===== config.mk =====
export PLATFORM = sky130hd
export DESIGN_NAME = ubf_config
export DESIGN_NICKNAME = d
export VERILOG_FILES = /design/src/shared/ubf_pkg.sv /design/src/hw/ubf_config.sv
export VERILOG_INCLUDE_DIRS = /design/src /design/src/shared
export SDC_FILE = /design/constraint.sdc
export NUM_CORES = 1
export LEC_CHECK = 0
export ABC_AREA = 1
export BUFFER_PORTS_ARGS = -buffer_cell sky130_fd_sc_hd__buf_2
export CORE_ASPECT_RATIO = 0.75
export CORE_MARGIN = 2
export CORE_UTILIZATION = 58
export CTS_CLUSTER_DIAMETER = 120
export DETAILED_ROUTE_END_ITERATION = 10
export GPL_TIMING_DRIVEN = 0
export PLACE_DENSITY = 0.85
export SLEW_MARGIN = 20
export SYNTH_ARGS = -nofsm -noshare
export SYNTH_HDL_FRONTEND = slang
export SYNTH_SLANG_ARGS = --single-unit
export TNS_END_PERCENT = 30

===== constraint.sdc =====
create_clock -name core_clk -period 2 [get_ports core_clk]
set_clock_uncertainty 0.05 [all_clocks]
set_input_delay 0.1 -clock core_clk [delete_from_list [all_inputs] [get_ports core_clk]]
set_output_delay 0.1 -clock core_clk [all_outputs]
set_load 0.05 [all_outputs]

===== src/shared/ubf_defs.svh =====
// Constants for the serial port baud and frame configuration block.
// Assumes one synchronous clock and the plain strobe register port.
//
// Overview of operation
// Software writes divisor high register first, then low register; high write is buffered.
// Working high divisor bits change only when the low register is written.
// Baud generator stays off after reset until receiver or transmitter enable written one.
// Combined divisor of zero stops the baud generator to save current.
// Divisor 1..8191 gives bit rate of clock over sixteen times divisor.
// Divisor upper five bits in high bits 4:0, lower eight in low 7:0.
// High register bit 7 enables interrupt while the LIN break flag is set.
// High register bit 6 enables interrupt while the receive edge flag is set.
// Loop select routes transmitter to receiver internally and ignores the receive pin.
// Control bit 6 one freezes serial clocks during wait mode.
// Receiver source matters only in loop mode: zero internal, one single-wire.
// Control bit 4 selects eight or nine data bits per character.
// Control bit 3 picks idle-line or address-mark receiver wakeup.
// Control bit 2 picks idle count start after start bit or stop bit.
// Parity enable makes hardware generate and check parity in the top data bit.
// Parity sense zero even, one odd, counting the parity bit too.
// In single-wire mode a direction bit decides if transmit pin drives or receives.
// Baud generator is a reloading down-counter giving one tick per reload.
`ifndef UBF_DEFS_SVH
`define UBF_DEFS_SVH

// ------------------------------------------------------------
// Register offsets
// ------------------------------------------------------------
`define UBF_ADDR_W 3
`define UBF_OFF_BDH 3'h0
`define UBF_OFF_BDL 3'h1
`define UBF_OFF_CTL1 3'h2
`define UBF_OFF_CTL2 3'h3
`define UBF_OFF_STAT 3'h4
`define UBF_OFF_MASK 3'h5

// ------------------------------------------------------------
// Field positions and reset values
// ------------------------------------------------------------
`define UBF_BDH_LBKIE 7
`define UBF_BDH_RXEIE 6
`define UBF_BDH_DIV_HI 4:0
`define UBF_BDL_RST 8'h04
`define UBF_CTL2_SINGLE_WIRE_DIRECTION 2
`define UBF_CTL2_TE 1
`define UBF_CTL2_RE 0
`define UBF_ST_LBK 0
`define UBF_ST_RXE 1
`define UBF_ST_TICK 2
`define UBF_OVERSAMPLE 16

`endif


===== src/shared/ubf_pkg.sv =====
// Types for the baud and frame configuration block.
// Assumes the defines header is compiled alongside.
package ubf_pkg;
    typedef struct packed {
        logic loop_select;
        logic wait_clock_freeze;
        logic receiver_source_select;
        logic nine_bit;
        logic wake_address_mark;
        logic idle_count_start_select;
        logic parity_enable;
        logic parity_sense;
    } ubf_ctl1_s;

    typedef struct packed {
        logic nine_bit;
        logic parity_enable;
        logic parity_odd;
        logic wake_address_mark;
        logic idle_after_stop;
    } ubf_frame_s;

    typedef enum logic [2:0] {
        UBF_OFF = 3'b001,
        UBF_ARMED = 3'b010,
        UBF_RUN = 3'b100
    } ubf_gen_e;
endpackage


===== src/hw/ubf_config.sv =====
// Baud divisor, frame control and event interrupt logic of the serial port.
// Assumes synchronous inputs, a single clock and strobes from a plain master.
//
// Implementation choices: the placing of the registers and strobed register access.
`include "ubf_defs.svh"

module ubf_config
    import ubf_pkg::*;
(
    input wire logic core_clk,
    input wire logic rst_n,
    input wire logic clk_en,
    input wire logic [`UBF_ADDR_W-1:0] reg_addr,
    input wire logic [7:0] reg_wdata,
    input wire logic reg_wr,
    input wire logic reg_rd,
    output logic [7:0] reg_rdata,
    input wire logic cpu_wait,
    input wire logic lin_break_flag,
    input wire logic rx_edge_flag,
    input wire logic tx_serial,
    input wire logic rxd_pin,
    input wire logic txd_pin_in,
    output logic txd_pin_out,
    output logic txd_pin_oe,
    output logic rx_serial,
    output logic baud_tick,
    output ubf_frame_s frame_cfg,
    output logic irq
);

    // ------------------------------------------------------------
    // Registers
    // ------------------------------------------------------------
    logic [7:0] bdh_ff;
    logic [4:0] div_hi_work_ff;
    logic [7:0] bdl_ff;
    ubf_ctl1_s ctl1_ff;
    logic [2:0] ctl2_ff;
    logic [2:0] stat_ff;
    logic [2:0] mask_ff;
    logic [12:0] cnt_ff;
    ubf_gen_e gen_ff;
    ubf_gen_e nxt_gen;
    logic tick_ff;
    logic lbk_prev_ff;
    logic rxe_prev_ff;

    // ------------------------------------------------------------
    // Decode
    // ------------------------------------------------------------
    wire wr_bdh = clk_en && reg_wr && reg_addr == `UBF_OFF_BDH;
    wire wr_bdl = clk_en && reg_wr && reg_addr == `UBF_OFF_BDL;
    wire wr_ctl1 = clk_en && reg_wr && reg_addr == `UBF_OFF_CTL1;
    wire wr_ctl2 = clk_en && reg_wr && reg_addr == `UBF_OFF_CTL2;
    wire wr_stat = clk_en && reg_wr && reg_addr == `UBF_OFF_STAT;
    wire wr_mask = clk_en && reg_wr && reg_addr == `UBF_OFF_MASK;

    wire [12:0] combined_divisor = {div_hi_work_ff, bdl_ff};
    wire div_zero = combined_divisor == 13'h0000;
    wire enable_written = wr_ctl2 && (reg_wdata[`UBF_CTL2_TE] || reg_wdata[`UBF_CTL2_RE]);
    // Wait freeze stops the divider; flags still reach the interrupt so wakeup works
    wire freeze = ctl1_ff.wait_clock_freeze && cpu_wait;
    wire gen_step = clk_en && !freeze && gen_ff == UBF_RUN && !div_zero;
    wire cnt_reload = cnt_ff == 13'h0001 || cnt_ff == 13'h0000;
    wire loop_on = ctl1_ff.loop_select;
    wire single_wire = loop_on && ctl1_ff.receiver_source_select;
    wire drive_tx = single_wire ? ctl2_ff[`UBF_CTL2_SINGLE_WIRE_DIRECTION] : ctl2_ff[`UBF_CTL2_TE];
    wire [2:0] ev_now = {tick_ff, rx_edge_flag && !rxe_prev_ff, lin_break_flag && !lbk_prev_ff};
    wire [7:0] rd_mux =
        reg_addr == `UBF_OFF_BDH ? {bdh_ff[7:5], 5'h00} | {3'h0, div_hi_work_ff} :
        reg_addr == `UBF_OFF_BDL ? bdl_ff :
        reg_addr == `UBF_OFF_CTL1 ? ctl1_ff :
        reg_addr == `UBF_OFF_CTL2 ? {5'h00, ctl2_ff} :
        reg_addr == `UBF_OFF_STAT ? {5'h00, stat_ff} :
        reg_addr == `UBF_OFF_MASK ? {5'h00, mask_ff} : 8'h00;

    // ------------------------------------------------------------
    // Generator state
    // ------------------------------------------------------------
    always_comb begin
        case (gen_ff)
            UBF_OFF: nxt_gen = enable_written ? UBF_RUN : UBF_OFF;
            UBF_ARMED: nxt_gen = UBF_RUN;
            UBF_RUN: nxt_gen = UBF_RUN;
            default: nxt_gen = UBF_OFF;
        endcase
    end

    always_ff @(posedge core_clk) begin
        if (!rst_n) begin
            bdh_ff <= 8'h00;
            div_hi_work_ff <= 5'h00;
            bdl_ff <= `UBF_BDL_RST;
            ctl1_ff <= '0;
            ctl2_ff <= 3'h0;
            mask_ff <= 3'h0;
            gen_ff <= UBF_OFF;
        end else if (clk_en) begin
            gen_ff <= nxt_gen;
            if (wr_bdh) bdh_ff <= reg_wdata;
            if (wr_bdl) begin
                bdl_ff <= reg_wdata;
                div_hi_work_ff <= bdh_ff[`UBF_BDH_DIV_HI];
            end
            if (wr_ctl1) ctl1_ff <= reg_wdata;
            if (wr_ctl2) ctl2_ff <= reg_wdata[2:0];
            if (wr_mask) mask_ff <= reg_wdata[2:0];
        end
    end

    // ------------------------------------------------------------
    // Baud divider: each reload is one oversample tick at 16x bit rate
    // ------------------------------------------------------------
    always_ff @(posedge core_clk) begin
        if (!rst_n) begin
            cnt_ff <= 13'h0000;
            tick_ff <= 1'b0;
        end else if (clk_en) begin
            tick_ff <= gen_step && cnt_reload;
            if (!gen_step) cnt_ff <= combined_divisor;
            else if (cnt_reload) cnt_ff <= combined_divisor;
            else cnt_ff <= cnt_ff - 13'h0001;
        end
    end

    // ------------------------------------------------------------
    // Events and interrupt; set wins over write-one clear
    // ------------------------------------------------------------
    generate
        for (genvar i = 0; i < 3; i++) begin : g_stat
            always_ff @(posedge core_clk) begin
                if (!rst_n) stat_ff[i] <= 1'b0;
                else if (clk_en) stat_ff[i] <= ev_now[i] || (stat_ff[i] && !(wr_stat && reg_wdata[i]));
            end
        end
    endgenerate

    always_ff @(posedge core_clk) begin
        if (!rst_n) begin
            lbk_prev_ff <= 1'b0;
            rxe_prev_ff <= 1'b0;
            reg_rdata <= 8'h00;
        end else if (clk_en) begin
            lbk_prev_ff <= lin_break_flag;
            rxe_prev_ff <= rx_edge_flag;
            reg_rdata <= reg_rd ? rd_mux : 8'h00;
        end
    end

    // Level requests follow the flags themselves, as well as latched status
    assign irq = (bdh_ff[`UBF_BDH_LBKIE] && lin_break_flag)
        || (bdh_ff[`UBF_BDH_RXEIE] && rx_edge_flag)
        || |(stat_ff & mask_ff);

    // ------------------------------------------------------------
    // Pin routing and frame outputs
    // ------------------------------------------------------------
    assign rx_serial = !loop_on ? rxd_pin : (single_wire ? txd_pin_in : tx_serial);
    assign txd_pin_out = tx_serial;
    assign txd_pin_oe = drive_tx && !(loop_on && !single_wire);
    assign baud_tick = tick_ff;
    assign frame_cfg.nine_bit = ctl1_ff.nine_bit;
    assign frame_cfg.wake_address_mark = ctl1_ff.wake_address_mark;
    assign frame_cfg.idle_after_stop = ctl1_ff.idle_count_start_select;
    assign frame_cfg.parity_enable = ctl1_ff.parity_enable;
    assign frame_cfg.parity_odd = ctl1_ff.parity_sense;

endmodule


[Word level (Yosys, flattened, before mapping)]
Index checks and enable logic that the tools add are counted.
Word-level totals
  bits in registers: 65
  input port bits: 22
  output and inout bits: 18
  word-level logic and storage cells: 100
Cells by class
  add/sub/neg operators: 1
  eq/ne operators: 9
  multiplexer cells: 14
  bitwise operators: 2
  reduce and logical (&&, ||, !) cells: 52
Operators by type and width (count)
  $mux W8: 4
  $logic_and A1 B1 Y1: 26
  $logic_not A13 Y1: 2
  $mux W13: 2
  $eq A13 B1 Y1 const B: 1
  $sub A13 B1 Y13 const B: 1
  $mux W3: 4
  $reduce_and A2 Y1: 5
  $eq A3 B2 Y1 const B: 3
  $eq A3 B3 Y1 const B: 3
  $logic_not A1 Y1: 9
  $or A8 B5 Y8: 1
  $logic_or A1 B1 Y1: 7
  $eq A3 B1 Y1 const B: 2
  $pmux W3 S2: 1
  $and A3 B3 Y3: 1
  $logic_not A3 Y1: 1
  $mux W1: 3
  $reduce_or A3 Y1: 1
  $reduce_or A2 Y1: 1

[Longest topological paths before layout]
Gate-level depths: netlist of the first run.
  depth after elaboration: 8
  mapped depth: 13
  gate-level depth less buffers: 12

[Least setup slack after synthesis of the first run]
Ideal clock, no wire load.
  path type: reg2reg
  from: register cnt_ff[0]
  to: register cnt_ff[0]
  data arrival time: 1.330 ns
  required time: 1.841 ns
  path slack: 0.511 ns
  cell stages (with the launch flop): 14
  period minus slack after synthesis: 1.489 ns
  path through: dfxtp_1 inv_1 ha_1 inv_1 nand2_1 nand3_1 nor2_1 nand2_1 nand3_2 buf_6 nand2_1 nand3_1 nand2_1 inv_1
Between the ends
  cells in the longest elaborated chain, start to end: 4
  elaborated cells between the ends (all ways): 6
Ends and longest elaborated chain
  start: declaration: RTL line ubf_config.sv:42  | logic [12:0] cnt_ff;
  start signal: assignment: RTL line ubf_config.sv:121  | if (!gen_step) cnt_ff <= combined_divisor;
  start signal: assignment: RTL line ubf_config.sv:122  | else if (cnt_reload) cnt_ff <= combined_divisor;
  start signal: assignment: RTL line ubf_config.sv:123  | else cnt_ff <= cnt_ff - 13'h0001;
  branches (longest 2 deep; another with $sub A13 B1 Y13)
  $mux W13 *: RTL line ubf_config.sv:122
  $mux W13 *: RTL line ubf_config.sv:121
Every way passes the cells marked *.
A chain may end at the register's enable or synchronous reset.

[Worst setup path after layout of the first run]
  from: register cnt_ff[0]
  to: register cnt_ff[10]
The elaborated chain is that of the path after synthesis.

==> metrics.md, run 1 <==
| Metric | Value |
|---|---|
| Setup tns final | 0 ns |
| Net switching component of the power | 773 µW |
| Routed WL | around 9.2 mm |
| Worst setup endpoint | cnt_ff[10] |
| Max Freq | 0.560 GHz |
| Warnings, synthesis | 0 |
| Type of origin of the critical path | flop |
| Fraction of power spent switching nets | 0.294 |
| Clock edge transition at the registers on the reported setup and hold paths | around 0.07 ns |
| Crit path from | cnt_ff[0] |
| RSZ-0062 raised after global routing | no |
| Power density of the placed cells | 703 mW/mm² |
| Worst Path Required | 2.16 ns |
| Synthesized flop and latch total | 64 |
| Vias per Instance | approximately 5.7 |
| DR pass1 iterations | 5 |
| Worst min-delay path class | primary input to flop |
| Smallest hold slack | 0.00647 ns |
| Number of slew-limit violations in the final report | 0 |
| Number of top-level pins | 40 |
| Wire length of the first global-routing pass | 14.9 mm |
| Worst R2R Setup Slack | around 0.21 ns |
| GRT Overall Usage | 0.299 |
| CP peak stage delay | 0.32 ns |
| Share of the cycle needed by the critical path after routing | 0.893 |
| Hold Fails Final Rpt | 0 |
| Via count of the first global-routing pass | 3043 |
| Synth Flop Type | dfxtp_1 |
| Final design utilization | 0.691 |
| Antenna violations before repair | 0 |
| Share of synthesized area occupied by flip-flops and latches | 0.389 |
| Portion of total power attributed to sequential cells | 0.505 |
| TritonCTS clock tree | done |
| Sum of overflow across all layers after global routing | 0 |
| Number of buffers between clock root and the deepest sink | 2 |
| Count of flip-flops with a built-in enable after synthesis | 0 |
| Proportion of power drawn by combinational gates | 0.140 |
| Cell at the slowest stage of the critical path | dfxtp_1 |
| Average wire length per cell after detail routing | 15.2 µm |
| Capturing element type of the critical path | flop |
| Cells after Synth | 479 |
| Pin count of the biggest net entering global routing | 11 |
| H-tree levels | 3 |
| Final weighted congestion in routability-driven placement | 0.967 |
| DRC Markers | 0 |
| Worst-Skew Late Latency | 0.34 ns |
| Measured slew at the worst slew-check pin | 0.579 ns |
| Final period demand of the worst path | 1.79 ns |
| Core area | 0.00541 mm² |
| Area delta synth->final | 13.5% |
| Antenna diode count | 0 |
| Status | complete, no violations |
| Die extent in x | 91.0 µm |
| Worst setup path class | flop to flop |
| Number of placement rows | 23 |
| Max_slew headroom | 0.614 |
| Proportion of register bits with asynchronous set or reset after synthesis | 0 |
| Starting density of the core | 0.609 |
| Fraction of final layout cells sized beyond drive strength 1 | 0.171 |
| Worst vdd rail ir drop | 0.539 mV |
| Number of endpoints failing setup at the final stage | 0 |
| Via Count | around 3400 |
| Share of total power in the clock network | 0.355 |
| Sink count of the clock tree | between 60 and 70 |
| Synthesized area per cell | 6.88 µm² |
| # port buffers | 37 |
| Number of library cell types mapped by synthesis | 32 |
| # fillers | 502 |
| Clock buffers created by TritonCTS | 9 |
| Cell chain of the critical path | inv_1 -> ha_2 -> nand2_1 -> nor2_2 -> nand2_1 -> nand2_1 -> nand2_1 -> inv_1 -> nand2_1 -> nand3_1 -> a21oi_1 |
| End of the worst register-to-register path | cnt_ff[10] |
| Number of nets with antenna violations after routing | 0 |
| Post-detail-place hpwl | slightly below 7 mm |
| Worst reg2reg path startpoint | cnt_ff[0] |
| Clock Root Buffer | clkbuf_8 |
| Number of max-cap violations | 0 |
| Post-synthesis instance area | 0.00330 mm² |
| Synth Net Count | ~510 |
| Critical path arrival | 1.94 ns |
| Standby leakage power | approximately 0.0017 µW |
| CP dominant cell by count | nand2_1 |
| Net count of the finished layout | 555 |
| CP Max Fanout | 7 |
| Die area | roughly 0.0063 mm² |
| Internal Dissipation | 1860 µW |
| Vertical die dimension | 69.3 µm |
| Length in cells of the worst reg-to-reg path | 11 |
| Starting DRC count in detailed routing | 304 |
power by group through the flow:
stage / clock [µW] / combinational (µW) / sequential (µW)
after CTS: 931 / 360 / 1330
after detailed placement: 0 / 355 / 1360
after floorplan: 0 / 237 / 1370
final: 934 / 368 / 1330
after global placement: 0 / 348 / 1360
after global routing: 992 / 402 / 1330
routing by layer:
| layer | up-vias | wire [µm] | track usage |
|---|---|---|---|
| met5 | - | 0 | 0 |
| met4 | 0 | 200 | 0.0707 |
| met3 | 26 | 1060 | 0.102 |
| met2 | 184 | 3880 | 0.440 |
| met1 | 1569 | 4060 | 0.423 |
| li1 | 1652 | - | - |
what timing repair did:
item                                   4_1_cts  5_1_grt
setup buffers                                0        0
hold buffers                                 1        0
setup endpoints to repair                    0        1
gates resized for setup                      0        1
endpoints found under the hold margin        1        0
cells in the mapped netlist, types with 2 or more instances:
cell      count  area share
nand2_1     116        0.13
a21oi_1      71        0.11
dfxtp_1      64        0.39
inv_1        53       0.060
nand3_1      34       0.052
o21ai_0      33       0.050
nor2_1       29       0.033
buf_4        10       0.023
clkbuf_1      9       0.010
nor2_2        7       0.013
o221ai_1      6       0.016
ha_1          5       0.019
inv_2         5      0.0057
nand4_1       5      0.0095
o21ai_1       4      0.0061
xnor2_1       4       0.011
buf_2         3      0.0046
nand2_2       3      0.0057
nor3_2        3      0.0091
buf_6         2      0.0068
or2_2         2      0.0038
state kept, by name, indices dropped and copies added (netlist names):
name,cells
baud_tick,1
bdh_ff,8
bdl_ff,8
cnt_ff,13
ctl1_ff,2
ctl2_ff,3
div_hi_work_ff,5
frame_cfg,5
gen_ff,2
lbk_prev_ff,1
loop_on,1
mask_ff,3
reg_rdata,8
rxe_prev_ff,1
stat_ff,3
cell families after synthesis:
logic type	Yosys count	synth area share
AND/OR/NAND/NOR	203	0.272
flip-flops	64	0.389
XOR/XNOR	5	0.0133
buffers and inverters	84	0.114
AO/OA/AOI/OAI	118	0.194
adder cells (fa/ha/maj)	5	0.0190
worst min path at each step:
stage,start,end,slack (ns),depth (start not counted)
after floorplan,reg_wdata[2],bdl_ff[2],0.18,2
after global placement,lin_break_flag,lbk_prev_ff,0.33,3
after detailed placement,lin_break_flag,lbk_prev_ff,0.35,3
after CTS,rx_edge_flag,rxe_prev_ff,0.002,3
after global routing,reg_wdata[5],bdh_ff[5],0.006,3
final,rx_edge_flag,rxe_prev_ff,0.006,3
cell usage in the layout, fill, tap and decap left out, drive strengths merged, types with 2 or more instances in the layout:
| cell | n |
|---|---|
| a21oi | 71 |
| buf | 53 |
| clkbuf | 20 |
| clkinv | 3 |
| dfxtp | 64 |
| ha | 5 |
| inv | 59 |
| nand2 | 120 |
| nand3 | 35 |
| nand4 | 5 |
| nor2 | 36 |
| nor3 | 4 |
| o21ai | 37 |
| o221ai | 6 |
| or2 | 2 |
| xnor2 | 4 |
layout make-up:
class | instances | area, µm² | share of cell area
well taps | 75 | 93.8 | 0.0251
clock buffers | 11 | 131 | 0.0351
multi-input cells | 331 | 1640 | 0.439
plain buffers | 25 | 150 | 0.0401
flip-flops and latches | 64 | 1280 | 0.342
repair buffers | 38 | 195 | 0.0522
inverters | 59 | 224 | 0.0599
clock inverters | 4 | 22.5 | 0.00602
worst max-delay path: cells and delay by family, from the launching register on:
kind	cells	cell delay, ns
AND/OR/NAND/NOR	7	0.64
flip-flops	1	0.32
adder cells (fa/ha/maj)	1	0.30
buffers and inverters	2	0.25
AO/OA/AOI/OAI	1	0.07
through the flow:
step	total power [µW]	instance area (µm²)	worst slack (ns)	cells
2_1_floorplan	1600	3300	0.511	479
3_3_place_gp	1700	3570	0.271	591
3_5_place_dp	1710	3570	0.210	591
4_1_cts	2620	3740	0.186	607
5_1_grt	2730	3740	0.0767	607
6_report	2630	3740	0.215	607
No activity file was read; power rests on OpenSTA's default activity.
==> run 2: changes to the inputs <==
--- a/config.mk
+++ b/config.mk
@@ -11,7 +11,6 @@
 export CORE_ASPECT_RATIO = 0.75
 export CORE_MARGIN = 2
 export CORE_UTILIZATION = 58
-export CTS_CLUSTER_DIAMETER = 120
 export DETAILED_ROUTE_END_ITERATION = 10
 export GPL_TIMING_DRIVEN = 0
 export PLACE_DENSITY = 0.85
==> constraint.sdc (replaced) <==
create_clock -name core_clk -period 2 [get_ports core_clk]
set_clock_uncertainty 0.05 [all_clocks]
set_input_delay 0.3 -clock core_clk [delete_from_list [all_inputs] [get_ports core_clk]]
set_output_delay 0.3 -clock core_clk [all_outputs]
set_load 0.05 [all_outputs]
==> metrics.md, run 2 (synthesis gave the netlist of run 1 again) <==
| Metric | Value |
|---|---|
| Status | complete, no violations |
| Worst Setup Slack, final | 0.213 ns (-0.00214 ns) |
| TritonCTS clock tree | done |
| Die extent in x | 91.0 µm (unchanged) |
| Sink count of the clock tree | 64 (unchanged) |
| Finished Cell Area | 0.00373 mm² (-0.27%) |
| Final weighted congestion in routability-driven placement | 0.967 (unchanged) |
| CP Max Fanout | 7 (unchanged) |
| Cell chain of the critical path | inv_1 -> ha_2 -> nand2_1 -> nor2_2 -> nand2_1 -> nand2_1 -> nand2_1 -> inv_1 -> nand2_1 -> nand3_1 -> a21oi_1 |
| Routed WL | 9.21 mm (about the same) |
| Measured slew at the worst slew-check pin | 0.631 ns (+0.0526 ns) |
| Max Freq | 0.559 GHz (-0.12%) |
| Standby leakage power | 0.00167 µW (-0.25%) |
| DR pass1 iterations | 5 (unchanged) |
| Vertical die dimension | 69.3 µm (unchanged) |
| Area delta synth->final | 13.2% |
| Sum of overflow across all layers after global routing | 0 (unchanged) |
| Average wire length per cell after detail routing | 15.2 µm (+0.14%) |
| Net count of the finished layout | 554 (-0.18%) |
| Number of max-cap violations | 0 (unchanged) |
| Capturing element type of the critical path | flop |
| Number of top-level pins | 40 (unchanged) |
| RSZ-0062 raised after global routing | no |
| Hold Fails Final Rpt | 0 (unchanged) |
| Number of slew-limit violations in the final report | 0 (unchanged) |
| Type of origin of the critical path | flop |
| Top reg by flops | cnt_ff |
| Post-placement cell count | 591 (unchanged) |
| Final period demand of the worst path | 1.79 ns (+0.00214 ns) |
| Flip-flop count of the largest register after layout | 13 (unchanged) |
| CP peak stage delay | 0.32 ns (about the same) |
| Worst vdd rail ir drop | 0.536 mV (-0.61%) |
| Clock buffers created by TritonCTS | 9 (unchanged) |
| # fillers | 503 (+0.20%) |
| Worst setup path class | flop to flop |
| Via count of the first global-routing pass | 3031 (-0.39%) |
| Worst Path Required | 2.15 ns (about the same) |
| Post-detail-place hpwl | 6.86 mm (unchanged) |
| Antenna diode count | 0 (unchanged) |
| Post-layout instance count excluding filler cells | 606 (-0.16%) |
| Max_slew headroom | 0.579 (-0.0351) |
| Starting density of the core | 0.609 (unchanged) |
| Via Count | 3458 (+0.79%) |
| H-tree levels | 3 (unchanged) |
| Cell at the slowest stage of the critical path | dfxtp_1 |
| Total of hold buffers inserted after clock tree synthesis | 0 (-1) |
| Clock edge transition at the registers on the reported setup and hold paths | 0.07 ns (about the same) |
| Power density of the placed cells | 703 mW/mm² (about the same) |
| Number of nets with antenna violations after routing | 0 (unchanged) |
| CP dominant cell by count | nand2_1 |
| Buffer and inverter count on the worst path | 2 (unchanged) |
| Setup WS pre-CTS | 0.210 ns (unchanged) |
| Clock Root Buffer | clkbuf_8 |
| Wire length of the first global-routing pass | 14.8 mm (-0.28%) |
| Worst min-delay path class | primary input to flop |
| Post-DP Area | 0.00357 mm² (unchanged) |
| Setup tns final | 0 ns (unchanged) |
| Worst-Skew Late Latency | 0.34 ns (about the same) |
| Most common cell after layout, fill and taps aside | nand2_1 |
| Number of buffers between clock root and the deepest sink | 2 (unchanged) |
| # port buffers | 37 (unchanged) |
| Starting DRC count in detailed routing | 340 (+12%) |
| Core area | 0.00541 mm² (unchanged) |
| Most used cells in the layout excluding fill and tap cells | 116 x nand2_1, 71 x a21oi_1, 64 x dfxtp_1 |
| Pin count of the biggest net entering global routing | 11 (unchanged) |
| DRC Markers | 0 (unchanged) |
| Kind of cell with the highest combined delay on the critical path | simple AND/OR/NAND/NOR gates |
| Share of the cycle needed by the critical path after routing | 0.894 (+0.00107) |
| Number of placement rows | 23 (unchanged) |
| Fraction of final layout cells sized beyond drive strength 1 | 0.171 (+0.000322) |
| GRT Overall Usage | 0.298 (-0.000929) |
| Number of endpoints failing setup at the final stage | 0 (unchanged) |
| Antenna violations before repair | 0 (unchanged) |
| Critical path arrival | 1.94 ns (about the same) |
| Die area | 0.00631 mm² (unchanged) |
| Vias per Instance | 5.71 (+0.95%) |
| Pwr Total | 2620 µW (-0.24%) |
-- run 2: timing repair --
item / 4_1_cts / 5_1_grt
setup buffers: 0 / 0
gates resized for setup: 0 / 1
endpoints found under the setup margin: 0 / 1
-- run 2: final cells by class --
| cell class | count | area [µm²] | area share |
|---|---|---|---|
| Timing Repair Buffer | 37 | 185 | 0.0496 |
| Clock buffer | 11 | 131 | 0.0352 |
| Multi-Input combinational cell | 331 | 1640 | 0.440 |
| Tap cell | 75 | 93.8 | 0.0252 |
| Buffer | 25 | 150 | 0.0402 |
| Clock inverter | 4 | 22.5 | 0.00604 |
| Inverter | 59 | 224 | 0.0600 |
| Sequential cell | 64 | 1280 | 0.343 |
-- run 2: final timing paths --
path	startpoint	to	slack, ns	cells after the start
worst min-delay path	lin_break_flag	lbk_prev_ff	0.20	3
worst max-delay path	cnt_ff[0]	cnt_ff[10]	0.21	11
worst min register to register	reg_rdata[2]	reg_rdata[2]	0.41	2
worst max register to register	cnt_ff[0]	cnt_ff[10]	0.21	11
-- run 2: through the flow --
| stage | utilization | hold WS (ns) |
|---|---|---|
| global route | 0.690 | 0.206 |
| detailed placement | 0.661 | 0.404 |
| global placement | 0.661 | 0.395 |
| CTS | 0.689 | 0.191 |
| finish | 0.690 | 0.203 |
| floorplan | - | 0.380 |
-- run 2: power breakdown --
| part | internal, µW | total [µW] | switching (µW) |
|---|---|---|---|
| registers | 1310 | 1330 | 23.5 |
| logic | 114 | 367 | 253 |
| clock network | 437 | 928 | 491 |
| total | 1860 | 2620 | 768 |
-- run 2: worst register-to-register path, stage by stage, from the launching register on --
cell and delay (ns):
dfxtp_1 0.32, inv_1 0.20, ha_2 0.30, nand2_1 0.13
nor2_2 0.22, nand2_1 0.07, nand2_1 0.06, nand2_1 0.04
inv_1 0.05, nand2_1 0.04, nand3_1 0.08, a21oi_1 0.07
-- run 2: routing by layer --
| layer | up-vias | GRT usage | part of all wire |
|---|---|---|---|
| li1 | 1648 | - | - |
| met1 | 1616 | 0.423 | 0.45 |
| met2 | 176 | 0.437 | 0.42 |
| met3 | 18 | 0.102 | 0.11 |
| met4 | 0 | 0.0707 | 0.014 |
| met5 | - | 0 | 0 |
==> run 3: changes to the inputs <==
--- a/config.mk
+++ b/config.mk
@@ -8,12 +8,13 @@
 export LEC_CHECK = 0
 export ABC_AREA = 1
 export BUFFER_PORTS_ARGS = -buffer_cell sky130_fd_sc_hd__buf_2
-export CORE_ASPECT_RATIO = 0.75
+export CORE_ASPECT_RATIO = 1.2
 export CORE_MARGIN = 2
 export CORE_UTILIZATION = 58
 export DETAILED_ROUTE_END_ITERATION = 10
 export GPL_TIMING_DRIVEN = 0
 export PLACE_DENSITY = 0.85
+export REMOVE_ABC_BUFFERS = 1
 export SLEW_MARGIN = 20
 export SYNTH_ARGS = -nofsm -noshare
 export SYNTH_HDL_FRONTEND = slang
==> metrics.md, run 3 (synthesis gave the netlist of run 1 again) <==
| Metric | Value |
|---|---|
| Status | complete, no violations |
| Number of buffers between clock root and the deepest sink | 2 (unchanged) |
| Fraction of power spent switching nets | 0.250 (-0.0426) |
| Starting density of the core | 0.593 (-0.0159) |
| Number of top-level pins | 40 (unchanged) |
| Sum of overflow across all layers after global routing | 0 (unchanged) |
| CP dominant cell by count | nand2_1 |
| Post-CTS Setup Repair Bufs | 0 (unchanged) |
| Worst-Skew Late Latency | 0.34 ns (about the same) |
| Antenna violations before repair | 0 (unchanged) |
| Buffer and inverter count on the worst path | 2 (unchanged) |
| CP Max Fanout | 25 (+18) |
| Die area | 0.00630 mm² (about the same) |
| RSZ-0062 raised after global routing | no |
| H-tree levels | 3 (unchanged) |
| Number of placement rows | 30 (+30%) |
| Core area | 0.00556 mm² (+2.7%) |
| Number of slew-limit violations in the final report | 0 (unchanged) |
| GRT Overall Usage | 0.279 (-0.0189) |
| DR pass1 iterations | 4 (-1) |
| Worst Path Required | 2.16 ns (about the same) |
| Kind of cell with the highest combined delay on the critical path | buffers and inverters |
| Clock buffers created by TritonCTS | 9 (unchanged) |
| Via count of the first global-routing pass | 3046 (+0.49%) |
| Internal Dissipation | 2220 µW (+19%) |
| Worst setup path class | primary input to flop |
| Top reg by flops | cnt_ff |
| Portion of total power attributed to sequential cells | 0.450 (-0.056) |
| Routed WL | 8.10 mm (-12%) |
| Average wire length per cell after detail routing | 14.1 µm (-6.9%) |
| Cell at the slowest stage of the critical path | nand2_1 |
| Pin count of the biggest net entering global routing | 34 (+23) |
| Number of nets with antenna violations after routing | 0 (unchanged) |
| Starting DRC count in detailed routing | 205 (-40%) |
| Type of origin of the critical path | primary input |
| Clock edge transition at the registers on the reported setup and hold paths | 0.06 ns (about the same) |
| Number of max-cap violations | 0 (unchanged) |
| # port buffers | 39 (+5.4%) |
| Antenna diode count | 0 (unchanged) |
| Flip-flop count of the largest register after layout | 13 (unchanged) |
| Clock Root Buffer | clkbuf_8 |
| Hold Fails Final Rpt | 0 (unchanged) |
| Critical path arrival | 1.92 ns (-0.02 ns) |
| Proportion of power drawn by combinational gates | 0.114 (-0.026) |
| Max_slew headroom | 0.274 (-0.305) |
| Post-detail-place hpwl | 5.82 mm (-15%) |
| Most common cell after layout, fill and taps aside | nand2_1 |
| Pwr Total | 2950 µW (+12%) |
| Worst vdd rail ir drop | 0.466 mV (-13%) |
| Resize count post-CTS | 0 (unchanged) |
| Area delta synth->final | 11.2% |
| Most used cells in the layout excluding fill and tap cells | 116 x nand2_1, 71 x a21oi_1, 64 x dfxtp_1 |
| Wire length of the first global-routing pass | 13.7 mm (-7.8%) |
| Post-placement cell count | 557 (-5.8%) |
| Vias per Instance | 5.52 (-3.3%) |
| Capturing element type of the critical path | flop |
| Final weighted congestion in routability-driven placement | 0.909 (-5.9%) |
| Max Freq | 0.569 GHz (+1.8%) |
| Total of hold buffers inserted after clock tree synthesis | 0 (unchanged) |
| Post-layout instance count excluding filler cells | 573 (-5.4%) |
| Cell chain of the critical path | clkbuf_4 -> nand2_1 -> inv_1 -> nand2_1 -> o21ai_0 -> a21oi_1 |
| Setup tns final | 0 ns (unchanged) |
| Sink count of the clock tree | 64 (unchanged) |
| DRC Markers | 0 (unchanged) |
| Standby leakage power | 0.00164 µW (-2.4%) |
| Number of endpoints failing setup at the final stage | 0 (unchanged) |
| Worst min-delay path class | primary input to flop |
| Via Count | 3161 (-8.6%) |
| Measured slew at the worst slew-check pin | 1.09 ns (+0.456 ns) |
| Power density of the placed cells | 806 mW/mm² (+15%) |
| # fillers | 501 (-0.40%) |
| Final period demand of the worst path | 1.76 ns (-0.0312 ns) |
| CP peak stage delay | 0.41 ns (+0.09 ns) |
| Share of the cycle needed by the critical path after routing | 0.878 (-0.0156) |
| Fraction of final layout cells sized beyond drive strength 1 | 0.155 (-0.0162) |
| Net count of the finished layout | 531 (-4.2%) |
| Net switching component of the power | 738 µW (-3.9%) |
| Share of total power in the clock network | 0.436 (+0.082) |
| Vertical die dimension | 86.6 µm (+25%) |
| TritonCTS clock tree | done |
| Die extent in x | 72.8 µm (-20%) |
## run 3: changes by cell type in the layout (fill, tap and decap cells not counted), sizes merged
cell	change
buf	-15
clkbuf	-5
clkinv	-3
bufinv	+2
clkinvlp	-1
## run 3: cell type report
type	instances	area [µm²]	share of cell area
clock buffers	14	173	0.0471
multi-input cells	331	1650	0.450
repair buffers	39	198	0.0540
well taps	64	80.1	0.0219
flip-flops and latches	64	1280	0.350
clock inverters	2	60.1	0.0164
inverters	59	224	0.0611
## run 3: final timing paths
path / slack [ns] / startpoint / to / depth (start not counted)
min reg2reg: 0.40 / bdh_ff[0] / div_hi_work_ff[0] / 2
max: 0.24 / clk_en / frame_cfg[4] / 6
min: 0.19 / lin_break_flag / lbk_prev_ff / 3
max reg2reg: 0.25 / gen_ff[0] / cnt_ff[8] / 9
## run 3: power by group through the flow
| stage | sequential, µW | combinational [µW] | clock (µW) |
|---|---|---|---|
| detailed placement | 1360 | 330 | 0 |
| global route | 1330 | 378 | 1370 |
| floorplan | 1370 | 199 | 0 |
| finish | 1330 | 337 | 1290 |
| global placement | 1360 | 325 | 0 |
| CTS | 1330 | 332 | 1300 |
## run 3: worst register-to-register path, stage by stage (launching register included)
cell	delay, ns
dfxtp_1	0.31
inv_1	0.08
ha_1	0.16
inv_1	0.09
a211oi_4	0.26
nand2_2	0.11
nor2_4	0.28
nand2_1	0.10
nand3_1	0.08
a21oi_1	0.07
## run 3: layer usage
metal | part of all wire | track usage | vias up
met5 | 0 | 0 | -
met4 | 0.037 | 0.135 | 0
met3 | 0.046 | 0.0523 | 30
met2 | 0.51 | 0.486 | 95
met1 | 0.41 | 0.326 | 1430
li1 | - | - | 1606
## run 3: through the flow
step | worst slack, ns | util | hold WS [ns] | cell area (µm²)
2_1_floorplan | 0.302 | - | 0.329 | 3150
3_3_place_gp | -0.299 | 0.616 | 0.394 | 3420
3_5_place_dp | -0.349 | 0.616 | 0.394 | 3420
4_1_cts | 0.0199 | 0.658 | 0.182 | 3650
5_1_grt | 0.0524 | 0.659 | 0.200 | 3660
6_report | 0.244 | 0.659 | 0.192 | 3660
